--- src/core/xse_pkg.sv ---
package xse_pkg;

  localparam int ADDR_W = 12;
  localparam int PC_W   = 21;

  // Opcode fields
  localparam logic [7:0]  OPC_MOVE_IDX   = 8'hEB;
  localparam logic [7:0]  OPC_PUSH_LIT   = 8'hFA;
  localparam logic [7:0]  OPC_PTR_SUB    = 8'hE9;
  localparam logic [3:0]  OPC_WORD2_PFX  = 4'hF;
  localparam logic [15:0] OPC_CALL_WORK  = 16'h0014;
  localparam logic [1:0]  SEL_FRAME      = 2'h2;
  localparam logic [1:0]  SEL_SUB_RETURN = 2'h3;
  localparam int          MOVE_KIND_BIT  = 7;

  // Indirect access windows: each base plus four following bytes
  localparam logic [ADDR_W-1:0] IND_BASE0 = 12'hFEB;
  localparam logic [ADDR_W-1:0] IND_BASE1 = 12'hFE3;
  localparam logic [ADDR_W-1:0] IND_BASE2 = 12'hFDB;
  localparam logic [ADDR_W-1:0] IND_SPAN  = 12'h005;

  // Steps and reset values
  localparam logic [PC_W-1:0]   PC_STEP   = 21'h000002;
  localparam logic [PC_W-1:0]   PC_RST    = 21'h000000;
  localparam logic [ADDR_W-1:0] FP_STEP   = 12'h001;
  localparam logic [ADDR_W-1:0] PTR_RST   = 12'h000;
  localparam logic [7:0]        DATA_ZERO = 8'h00;

  typedef enum logic [1:0] {
    ST_DECODE     = 2'b00,
    ST_MOVE_WORD2 = 2'b01,
    ST_IDLE_CYCLE = 2'b10,
    ST_CALL_LOAD  = 2'b11
  } xse_state_e;

  function automatic logic xse_in_window(input logic [ADDR_W-1:0] a,
                                         input logic [ADDR_W-1:0] b);
    logic [ADDR_W-1:0] d;
    d = a - b;
    return (a >= b) && (d < IND_SPAN);
  endfunction

  function automatic logic xse_is_indirect(input logic [ADDR_W-1:0] a);
    return xse_in_window(a, IND_BASE0) || xse_in_window(a, IND_BASE1) ||
           xse_in_window(a, IND_BASE2);
  endfunction

endpackage

--- src/core/xse_exec.sv ---
`timescale 1ns/1ps
`default_nettype none

module xse_exec
  import xse_pkg::*;
(
  // Clock and reset
  input  wire logic                       clock,
  input  wire logic                       sys_rst,
  // Configuration
  input  wire logic                       extension_enable_bit,
  // Instruction stream, one word per instruction cycle
  input  wire logic                       instr_valid,
  input  wire logic [15:0]                instr_word,
  // Core state read by the unit
  input  wire logic [7:0]                 working_reg,
  input  wire logic [xse_pkg::PC_W-1:0]   prog_counter,
  input  wire logic [7:0]                 prog_counter_latch_high,
  input  wire logic [4:0]                 prog_counter_latch_upper,
  input  wire logic [xse_pkg::PC_W-1:0]   return_stack_top,
  // Direct pointer load from the core
  input  wire logic                       ptr_load,
  input  wire logic [1:0]                 ptr_load_sel,
  input  wire logic [xse_pkg::ADDR_W-1:0] ptr_load_value,
  // Data memory
  output logic      [xse_pkg::ADDR_W-1:0] mem_addr,
  output logic                            mem_rd_en,
  input  wire logic [7:0]                 mem_rd_data,
  output logic                            mem_wr_en,
  output logic      [7:0]                 mem_wr_data,
  // Pointers
  output logic      [xse_pkg::ADDR_W-1:0] indirect_pointer_0,
  output logic      [xse_pkg::ADDR_W-1:0] indirect_pointer_1,
  output logic      [xse_pkg::ADDR_W-1:0] frame_pointer_reg,
  // Program flow
  output logic                            pc_load,
  output logic      [xse_pkg::PC_W-1:0]   pc_value,
  output logic                            stack_push,
  output logic      [xse_pkg::PC_W-1:0]   stack_push_data,
  output logic                            busy
);

  typedef struct packed {
    xse_state_e             state;
    logic [2:0][ADDR_W-1:0] ptr;
    logic [ADDR_W-1:0]      mem_addr;
    logic                   mem_rd_en;
    logic                   mem_wr_en;
    logic [7:0]             mem_wr_data;
    logic [7:0]             move_data;
    logic                   src_ind;
    logic                   to_indexed;
    logic                   pc_load;
    logic [PC_W-1:0]        pc_value;
    logic                   stack_push;
    logic [PC_W-1:0]        stack_push_data;
    logic                   busy;
  } xse_state_s;

  localparam xse_state_s ST_RESET = '{
    state:           ST_DECODE,
    ptr:             {PTR_RST, PTR_RST, PTR_RST},
    mem_addr:        PTR_RST,
    mem_rd_en:       1'b0,
    mem_wr_en:       1'b0,
    mem_wr_data:     DATA_ZERO,
    move_data:       DATA_ZERO,
    src_ind:         1'b0,
    to_indexed:      1'b0,
    pc_load:         1'b0,
    pc_value:        PC_RST,
    stack_push:      1'b0,
    stack_push_data: PC_RST,
    busy:            1'b0
  };

  xse_state_s st_reg;
  xse_state_s st_next;

  logic [ADDR_W-1:0] src_addr;
  logic              src_ind;
  logic [ADDR_W-1:0] dst_addr;
  logic              dst_ind;
  logic [7:0]        src_data;
  logic [1:0]        sel;
  logic [5:0]        imm6;

  ////////////////////////////////////////////////////////////////////////////
  // Address formation

  xse_index_addr u_src (
    .base     (st_reg.ptr[SEL_FRAME]),
    .offset   (instr_word[6:0]),
    .addr     (src_addr),
    .indirect (src_ind)
  );

  xse_index_addr u_dst (
    .base     (st_reg.ptr[SEL_FRAME]),
    .offset   (instr_word[6:0]),
    .addr     (dst_addr),
    .indirect (dst_ind)
  );

  assign sel  = instr_word[7:6];
  assign imm6 = instr_word[5:0];

  // Read data is live in the cycle the read strobe stands, held afterwards
  assign src_data = st_reg.mem_rd_en ? mem_rd_data : st_reg.move_data;

  ////////////////////////////////////////////////////////////////////////////
  // Next state

  always_comb begin
    st_next            = st_reg;
    st_next.mem_rd_en  = 1'b0;
    st_next.mem_wr_en  = 1'b0;
    st_next.pc_load    = 1'b0;
    st_next.stack_push = 1'b0;
    if (st_reg.mem_rd_en) begin
      st_next.move_data = mem_rd_data;
    end
    unique case (st_reg.state)
      ST_DECODE: begin
        if (instr_valid && extension_enable_bit) begin
          if (instr_word[15:8] == OPC_MOVE_IDX) begin
            st_next.mem_addr   = src_addr;
            st_next.mem_rd_en  = 1'b1;
            st_next.src_ind    = src_ind;
            st_next.to_indexed = instr_word[MOVE_KIND_BIT];
            st_next.state      = ST_MOVE_WORD2;
          end else if (instr_word[15:8] == OPC_PUSH_LIT) begin
            st_next.mem_addr         = st_reg.ptr[SEL_FRAME];
            st_next.mem_wr_data      = instr_word[7:0];
            st_next.mem_wr_en        = 1'b1;
            st_next.ptr[SEL_FRAME]   = st_reg.ptr[SEL_FRAME] - FP_STEP;
          end else if (instr_word[15:8] == OPC_PTR_SUB) begin
            if (sel == SEL_SUB_RETURN) begin
              st_next.ptr[SEL_FRAME] = st_reg.ptr[SEL_FRAME] -
                                       {6'h00, imm6};
              st_next.pc_load        = 1'b1;
              st_next.pc_value       = return_stack_top;
              st_next.state          = ST_IDLE_CYCLE;
            end else begin
              // No flags exist here to disturb
              st_next.ptr[sel] = st_reg.ptr[sel] - {6'h00, imm6};
            end
          end else if (instr_word == OPC_CALL_WORK) begin
            st_next.stack_push      = 1'b1;
            st_next.stack_push_data = prog_counter + PC_STEP;
            st_next.state           = ST_CALL_LOAD;
          end
        end
      end
      ST_MOVE_WORD2: begin
        if (instr_valid) begin
          st_next.state = ST_DECODE;
          // Second word must carry the 1111 prefix
          if (instr_word[15:12] == OPC_WORD2_PFX) begin
            st_next.mem_wr_data = st_reg.src_ind ? DATA_ZERO : src_data;
            if (st_reg.to_indexed) begin
              st_next.mem_addr  = dst_addr;
              st_next.mem_wr_en = !dst_ind;
            end else begin
              st_next.mem_addr  = instr_word[ADDR_W-1:0];
              st_next.mem_wr_en = 1'b1;
            end
          end
        end
      end
      ST_IDLE_CYCLE: begin
        // Fetched word is flushed as a nop
        if (instr_valid) begin
          st_next.state = ST_DECODE;
        end
      end
      ST_CALL_LOAD: begin
        st_next.pc_load  = 1'b1;
        st_next.pc_value = {prog_counter_latch_upper,
                            prog_counter_latch_high, working_reg};
        st_next.state    = ST_IDLE_CYCLE;
      end
    endcase
    // Core load wins over a same-cycle update of the same pointer
    if (ptr_load && (ptr_load_sel != SEL_SUB_RETURN)) begin
      st_next.ptr[ptr_load_sel] = ptr_load_value;
    end
    // Busy kept in a flop so the output carries no decode glitch
    st_next.busy = (st_next.state != ST_DECODE);
  end

  ////////////////////////////////////////////////////////////////////////////
  // State register

  always_ff @(posedge clock or posedge sys_rst) begin
    if (sys_rst) begin
      st_reg <= ST_RESET;
    end else begin
      st_reg <= st_next;
    end
  end

  ////////////////////////////////////////////////////////////////////////////
  // Outputs

  assign mem_addr           = st_reg.mem_addr;
  assign mem_rd_en          = st_reg.mem_rd_en;
  assign mem_wr_en          = st_reg.mem_wr_en;
  assign mem_wr_data        = st_reg.mem_wr_data;
  assign indirect_pointer_0 = st_reg.ptr[0];
  assign indirect_pointer_1 = st_reg.ptr[1];
  assign frame_pointer_reg  = st_reg.ptr[SEL_FRAME];
  assign pc_load            = st_reg.pc_load;
  assign pc_value           = st_reg.pc_value;
  assign stack_push         = st_reg.stack_push;
  assign stack_push_data    = st_reg.stack_push_data;
  assign busy               = st_reg.busy;

endmodule

`default_nettype wire

--- src/core/xse_index_addr.sv ---
`timescale 1ns/1ps
`default_nettype none

// Frame pointer plus unsigned offset; wraps inside the data space
module xse_index_addr
  import xse_pkg::*;
(
  // Operands
  input  wire logic [xse_pkg::ADDR_W-1:0] base,
  input  wire logic [6:0]                 offset,
  // Result
  output logic      [xse_pkg::ADDR_W-1:0] addr,
  output logic                            indirect
);

  always_comb begin
    addr     = base + {5'h00, offset};
    indirect = xse_is_indirect(addr);
  end

endmodule

`default_nettype wire

--- config.mk ---
export PLATFORM = sky130hd
export DESIGN_NAME = xse_exec
export DESIGN_NICKNAME = d
export VERILOG_FILES = /design/src/core/xse_pkg.sv /design/src/core/xse_exec.sv /design/src/core/xse_index_addr.sv
export SDC_FILE = /design/constraint.sdc
export NUM_CORES = 1
export LEC_CHECK = 0
export BUFFER_PORTS_ARGS = -buffer_cell sky130_fd_sc_hd__buf_4
export CAP_MARGIN = 40
export CORE_MARGIN = 4
export CORE_UTILIZATION = 35
export DETAILED_ROUTE_END_ITERATION = 8
export HOLD_SLACK_MARGIN = 0.03
export SYNTH_ARGS = -nofsm -noshare
export SYNTH_HDL_FRONTEND = slang
export SYNTH_SLANG_ARGS = --single-unit
--- constraint.sdc ---
create_clock -name clock -period 8.48 [get_ports clock]
set_input_delay 0.848 -clock clock [delete_from_list [all_inputs] [get_ports clock]]
set_output_delay 0.848 -clock clock [all_outputs]
set_load 0.03 [all_outputs]
# ---- Word-level counts from Yosys, hierarchy flattened
# Index checks and enable logic that the tools add are counted.
dict set report totals {
  elab_cells 125
  output_inout_bits 103
  ff_bits 115
  input_bits 106
}
dict set report classes {
  reduce_logical 20
  magnitude_cmp 10
  bitwise 3
  n_addsub 8
  n_eq_ne 19
  muxes 49
}
# cell count
set op_table {}
lappend op_table {{$mux W36} 4}
lappend op_table {{$mux W44} 3}
lappend op_table {{$mux W12} 10}
lappend op_table {{$mux W22} 5}
lappend op_table {{$bwmux W36} 2}
lappend op_table {{$mux W60} 1}
lappend op_table {{$demux W12 S2} 2}
lappend op_table {{$mux W24} 2}
lappend op_table {{$pmux W22 S2} 1}
lappend op_table {{$ge A12 B12 Y1 const B} 3}
lappend op_table {{$lt A12 B3 Y1 const B} 3}
lappend op_table {{$mux W9} 4}
lappend op_table {{$sub A12 B12 Y12 const B} 3}
lappend op_table {{$bmux W12 S2} 1}
lappend op_table {{$eq A8 B8 Y1 const B} 3}
lappend op_table {{$pmux W12 S2} 1}
lappend op_table {{$sub A12 B6 Y12} 2}
lappend op_table {{$add A21 B2 Y21 const B} 1}
lappend op_table {{$ne A2 B2 Y1 const B} 9}
lappend op_table {{$pmux W9 S2} 1}
lappend op_table {{$reduce_and A6 Y1} 3}
lappend op_table {{$eq A16 B5 Y1 const B} 1}
lappend op_table {{$mux W8} 2}
lappend op_table {{$add A12 B7 Y12} 1}
lappend op_table {{other kinds (19)} 41}

# ---- Longest topological paths before layout
dict set report depth {
  ltp_word 13
  mapped_depth 15
  mapped_depth_nobuf 11
}

# ---- Cells and area by module
# From an unflattened synthesis, not the netlist that was laid out.
dict set report unflattened {
  hier_cells 1077
  area_unflattened_um2 8770.9
}
# mod cells_each area_each_um2 instances
set by_module_without_submodules {}
lappend by_module_without_submodules {xse_exec 963 7938.9 1}
lappend by_module_without_submodules {{xse_index_addr (u_dst)} 61 432.9 1}
lappend by_module_without_submodules {{xse_index_addr (u_src)} 53 399.1 1}

# ---- Least setup slack after synthesis
# No wires, ideal clock.
dict set report synth_path {
  kind {input-to-reg}
  from {input instr_word[6]}
  to {register st_reg (netlist bit indirect_pointer_0[11])}
  required_ns 8.385
  cell_stages 13
  arrival_ns 3.832
  slack_ns 4.553
  setup_ns 0.095
  path_cell_list {buf_2 > buf_6 > clkbuf_1 > buf_1 > mux2i_1 > o21ai_0 > ha_1 > o21a_1 > o31a_1 > o31ai_1 > nor3b_2 > xnor2_1 > o31ai_1}
}
# element line_no
set synth_lines {}
lappend synth_lines {{start, declared} xse_exec.sv:14} ;# input wire logic [15:0] instr_word,
lappend synth_lines {{end signal, assigned} xse_exec.sv:199} ;# st_reg <= st_next;
lappend synth_lines {{end, declared} xse_exec.sv:77} ;# xse_state_s st_reg;

==> flow_metrics.env <==
export IMPL_cts_made_buffers=17
export IMPL_grt_first_pass_wirelength_mm=46.1
export IMPL_setup_worst_path_class="primary input to flop"
export IMPL_power_per_cell_area_nw_per_um2=194
export IMPL_async_reset_ff_frac=1.00
export IMPL_critical_path_max_fanout=34
export IMPL_cts_sink_count=115
export IMPL_leakagePower_nw=4.68
export IMPL_routed_wirelength_mm=29.1
export IMPL_first_iter_violations=866
export IMPL_route_detailed_vias_per_inst=5.56
export IMPL_hpwlAfterDp_mm=21.6
export IMPL_initial_antenna_violation_count=0
export IMPL_netlist_cell_type_count=79
export IMPL_setup_repair_after_global_routing_missed_its_margin="false"
export IMPL_clock_transition_at_the_registers_of_the_reported_paths_ns=0.06
export IMPL_clock_skew_final_ns=0.0158
export IMPL_fin_crit_ns=3.64
export IMPL_count_of_nets_after_finishing=1289
export IMPL_syn_instance_count=1073
export IMPL_synth_fp_nets=1207
export IMPL_clock_insertion_delay_worst_skew_ns=0.42
export IMPL_grt_max_degree=61
export IMPL_core_um2=24500
export IMPL_filler_cell_count=2508
export IMPL_timing_final_setup_violations=0
export IMPL_ctsRootBufferMaster="clkbuf_16"
export IMPL_post_route_cells_drive_above_1_share=0.238
export IMPL_fp_dieArea_um2=27700
export IMPL_post_cts_setup_buffers=0
export IMPL_cp_required_ns=8.80
export IMPL_clock_tree_buffer_depth=2
export IMPL_period_share=0.429
export IMPL_normalized_max_slew_margin=0.406
export IMPL_max_freq_ghz=0.275
export IMPL_syn_area_um2=8790
export IMPL_worst_pin_slew_ns=0.882
export IMPL_yosysWarnings=0
export IMPL_cts_max_level=4
export IMPL_avgRoutedWirePerCell_um=19.5
export IMPL_die_w_um=166
export IMPL_timing_hold_worst_path_depth=2
export IMPL_worstHoldStart="stack_push_data[18]$_DFFE_PP0P_"
export IMPL_setup_tns_final_ns=0
export IMPL_routed_via_count=8300
export IMPL_grt_remaining_overflow=0
export IMPL_synth_top_flop_cell="dfrtp_1"
export IMPL_insertedDiodeCount=0
export IMPL_worstSetupStartpointType="primary input"
export IMPL_r2r_end="indirect_pointer_0[11]$_DFF_PP0_"
export IMPL_ff2ff_setup_slack_ns=5.41
export IMPL_hold_path_endpoint="stack_push_data[18]$_DFFE_PP0P_"
export IMPL_post_cts_resized_instances=0
export IMPL_cts_tree="yes"
export IMPL_seq_area_frac_synth=0.327
export IMPL_rr_startpoint="indirect_pointer_1[1]$_DFF_PP0_"
export IMPL_ir_worst_vdd_mv=0.120
export IMPL_first_global_vias=8017
export IMPL_initial_core_utilization=0.358
export IMPL_hold_violations=0
export IMPL_run_status="finished, final reports clean"
export IMPL_area_growth_synth_to_final_pct=20.0
export IMPL_end_kind="flop"
export IMPL_remaining_drc_errors=0
export IMPL_synth_seq_cells=115
export IMPL_final_core_utilization=0.430
export IMPL_synth_enable_flop_cells=0
export IMPL_gp_congestion=0.932
export IMPL_drv_max_cap_violation_count=0
export IMPL_rows=57
export IMPL_buffer_ports_inserted=208
export IMPL_syn_avg_cell_area_um2=8.19
export IMPL_timing_max_transition_violations_final=0
export IMPL_cts_hold_buffers_added=0
export IMPL_die_height_um=166
export IMPL_critPathArrivalTime_ns=3.96
export IMPL_ant_nets=0
export IMPL_all_layer_gr_usage=0.204
export IMPL_design_portCount=209
export IMPL_timing_reg2reg_worst_path_depth=11
export IMPL_first_pass_iters=8
export IMPL_timing_hold_worst_class="flop to flop"
[stage by stage]
| step | cells | area (um^2) | setup slack, ns | total power, mW | hold slack (ns) |
|---|---|---|---|---|---|
| floorplan | 1073 | 8790 | 4.55 | 1.05 | 0.440 |
| global placement | 1457 | 9840 | 4.51 | 1.21 | 0.452 |
| detailed placement | 1460 | 9870 | 4.42 | 1.21 | 0.458 |
| CTS | 1492 | 10600 | 4.86 | 2.06 | 0.470 |
| global route | 1492 | 10600 | 4.62 | 2.15 | 0.504 |
| finish | 1492 | 10600 | 4.84 | 2.05 | 0.468 |
[critical path, cell delays in order]
cell     delay [ns]
buf_4          0.41
mux2i_1        0.24
nor2_1         0.05
a21oi_1        0.22
inv_1          0.08
ha_1           0.28
nor2b_1        0.15
o31a_1         0.31
o31ai_1        0.61
nor3b_2        0.37
xnor2_1        0.12
o31ai_1        0.24
[cell type report]
cell class / instances / area (um^2) / share of cell area
Tap cell: 324 / 405 / 0.0384
Sequential cell: 115 / 2880 / 0.273
Multi-Input combinational cell: 771 / 4810 / 0.456
Timing Repair Buffer: 221 / 1660 / 0.158
Clock buffer: 19 / 453 / 0.0429
Clock inverter: 13 / 229 / 0.0217
Inverter: 29 / 111 / 0.0106
[synthesized netlist by cell type, drive strengths merged (3+ instances only)]
master / count / share of area
xnor2: 18 / 0.018
nand3b: 6 / 0.0051
o21a: 16 / 0.014
a2bb2oi: 5 / 0.0057
nand2: 120 / 0.051
clkbuf: 44 / 0.019
or2: 10 / 0.0071
and3: 13 / 0.0093
xor2: 12 / 0.012
or3: 10 / 0.0071
fa: 3 / 0.0068
mux2i: 28 / 0.032
ha: 25 / 0.036
a31oi: 8 / 0.0057
nor3: 30 / 0.017
a22oi: 33 / 0.028
mux2: 11 / 0.014
a211o: 5 / 0.0050
nand4: 17 / 0.012
o211ai: 5 / 0.0043
o221ai: 4 / 0.0040
nor2b: 9 / 0.0064
or4: 4 / 0.0034
o41ai: 4 / 0.0040
and4: 4 / 0.0040
inv: 28 / 0.012
dfrtp: 115 / 0.33
o31a: 4 / 0.0040
nor2: 84 / 0.036
a211oi: 15 / 0.013
nor3b: 4 / 0.0040
o22ai: 7 / 0.0050
a2111oi: 5 / 0.0050
nand2b: 5 / 0.0036
o21ai: 103 / 0.059
nand3: 20 / 0.011
a21oi: 63 / 0.036
nor4: 15 / 0.012
buf: 114 / 0.095
o31ai: 12 / 0.010
[how the worst max path moves through the flow]
| stage | start | to | slack, ns | cells past startpoint |
|---|---|---|---|---|
| 6_report | instr_word[6] | indirect_pointer_0[11]$_DFF_PP0_ | 4.84 | 12 |
| 5_1_grt | instr_word[6] | indirect_pointer_0[11]$_DFF_PP0_ | 4.62 | 12 |
| 4_1_cts | instr_word[6] | indirect_pointer_0[11]$_DFF_PP0_ | 4.86 | 12 |
| 3_5_place_dp | instr_word[6] | indirect_pointer_0[11]$_DFF_PP0_ | 4.42 | 12 |
| 3_3_place_gp | instr_word[6] | indirect_pointer_0[11]$_DFF_PP0_ | 4.51 | 12 |
| 2_1_floorplan | instr_word[6] | indirect_pointer_0[11]$_DFF_PP0_ | 4.55 | 13 |
[layout by cell type, fill, tap and decap left out, types with 13 or more instances in the layout]
master	count
a21oi_1	62
inv_1	27
nor3_1	30
and3_1	13
xnor2_1	18
dfrtp_1	115
a22oi_1	33
o21ai_0	73
nor4_1	14
ha_1	25
o21ai_1	30
nand2_1	120
nand3_1	20
nand4_1	17
a211oi_1	15
nor2_1	84
buf_4	220
clkbuf_16	17
o21a_1	16
mux2i_1	28
[where the power goes]
group / internal (mW) / switching, mW / total (mW)
Combinational: 0.224 / 0.339 / 0.563
Sequential: 0.584 / 0.0692 / 0.653
Clock: 0.567 / 0.268 / 0.835
Total: 1.37 / 0.677 / 2.05
[logic make-up after synthesis]
logic type      count (synthesis)  synth area share
compound gates                312             0.226
xor+xnor                       30            0.0299
fa+ha+maj                      28            0.0424
buf+inv                       187             0.126
flops                         115             0.327
mux                            39            0.0460
simple gates                  362             0.202
[per-layer routing]
layer / up-vias / global-route usage / routed length [um]
met3: 52 / 0.0412 / 2260
met4: 0 / 0.0615 / 629
li1: 3953 / - / -
met1: 3911 / 0.287 / 12800
met2: 384 / 0.319 / 13400
met5: - / 0 / 0
(Power assumes the default switching activity.)
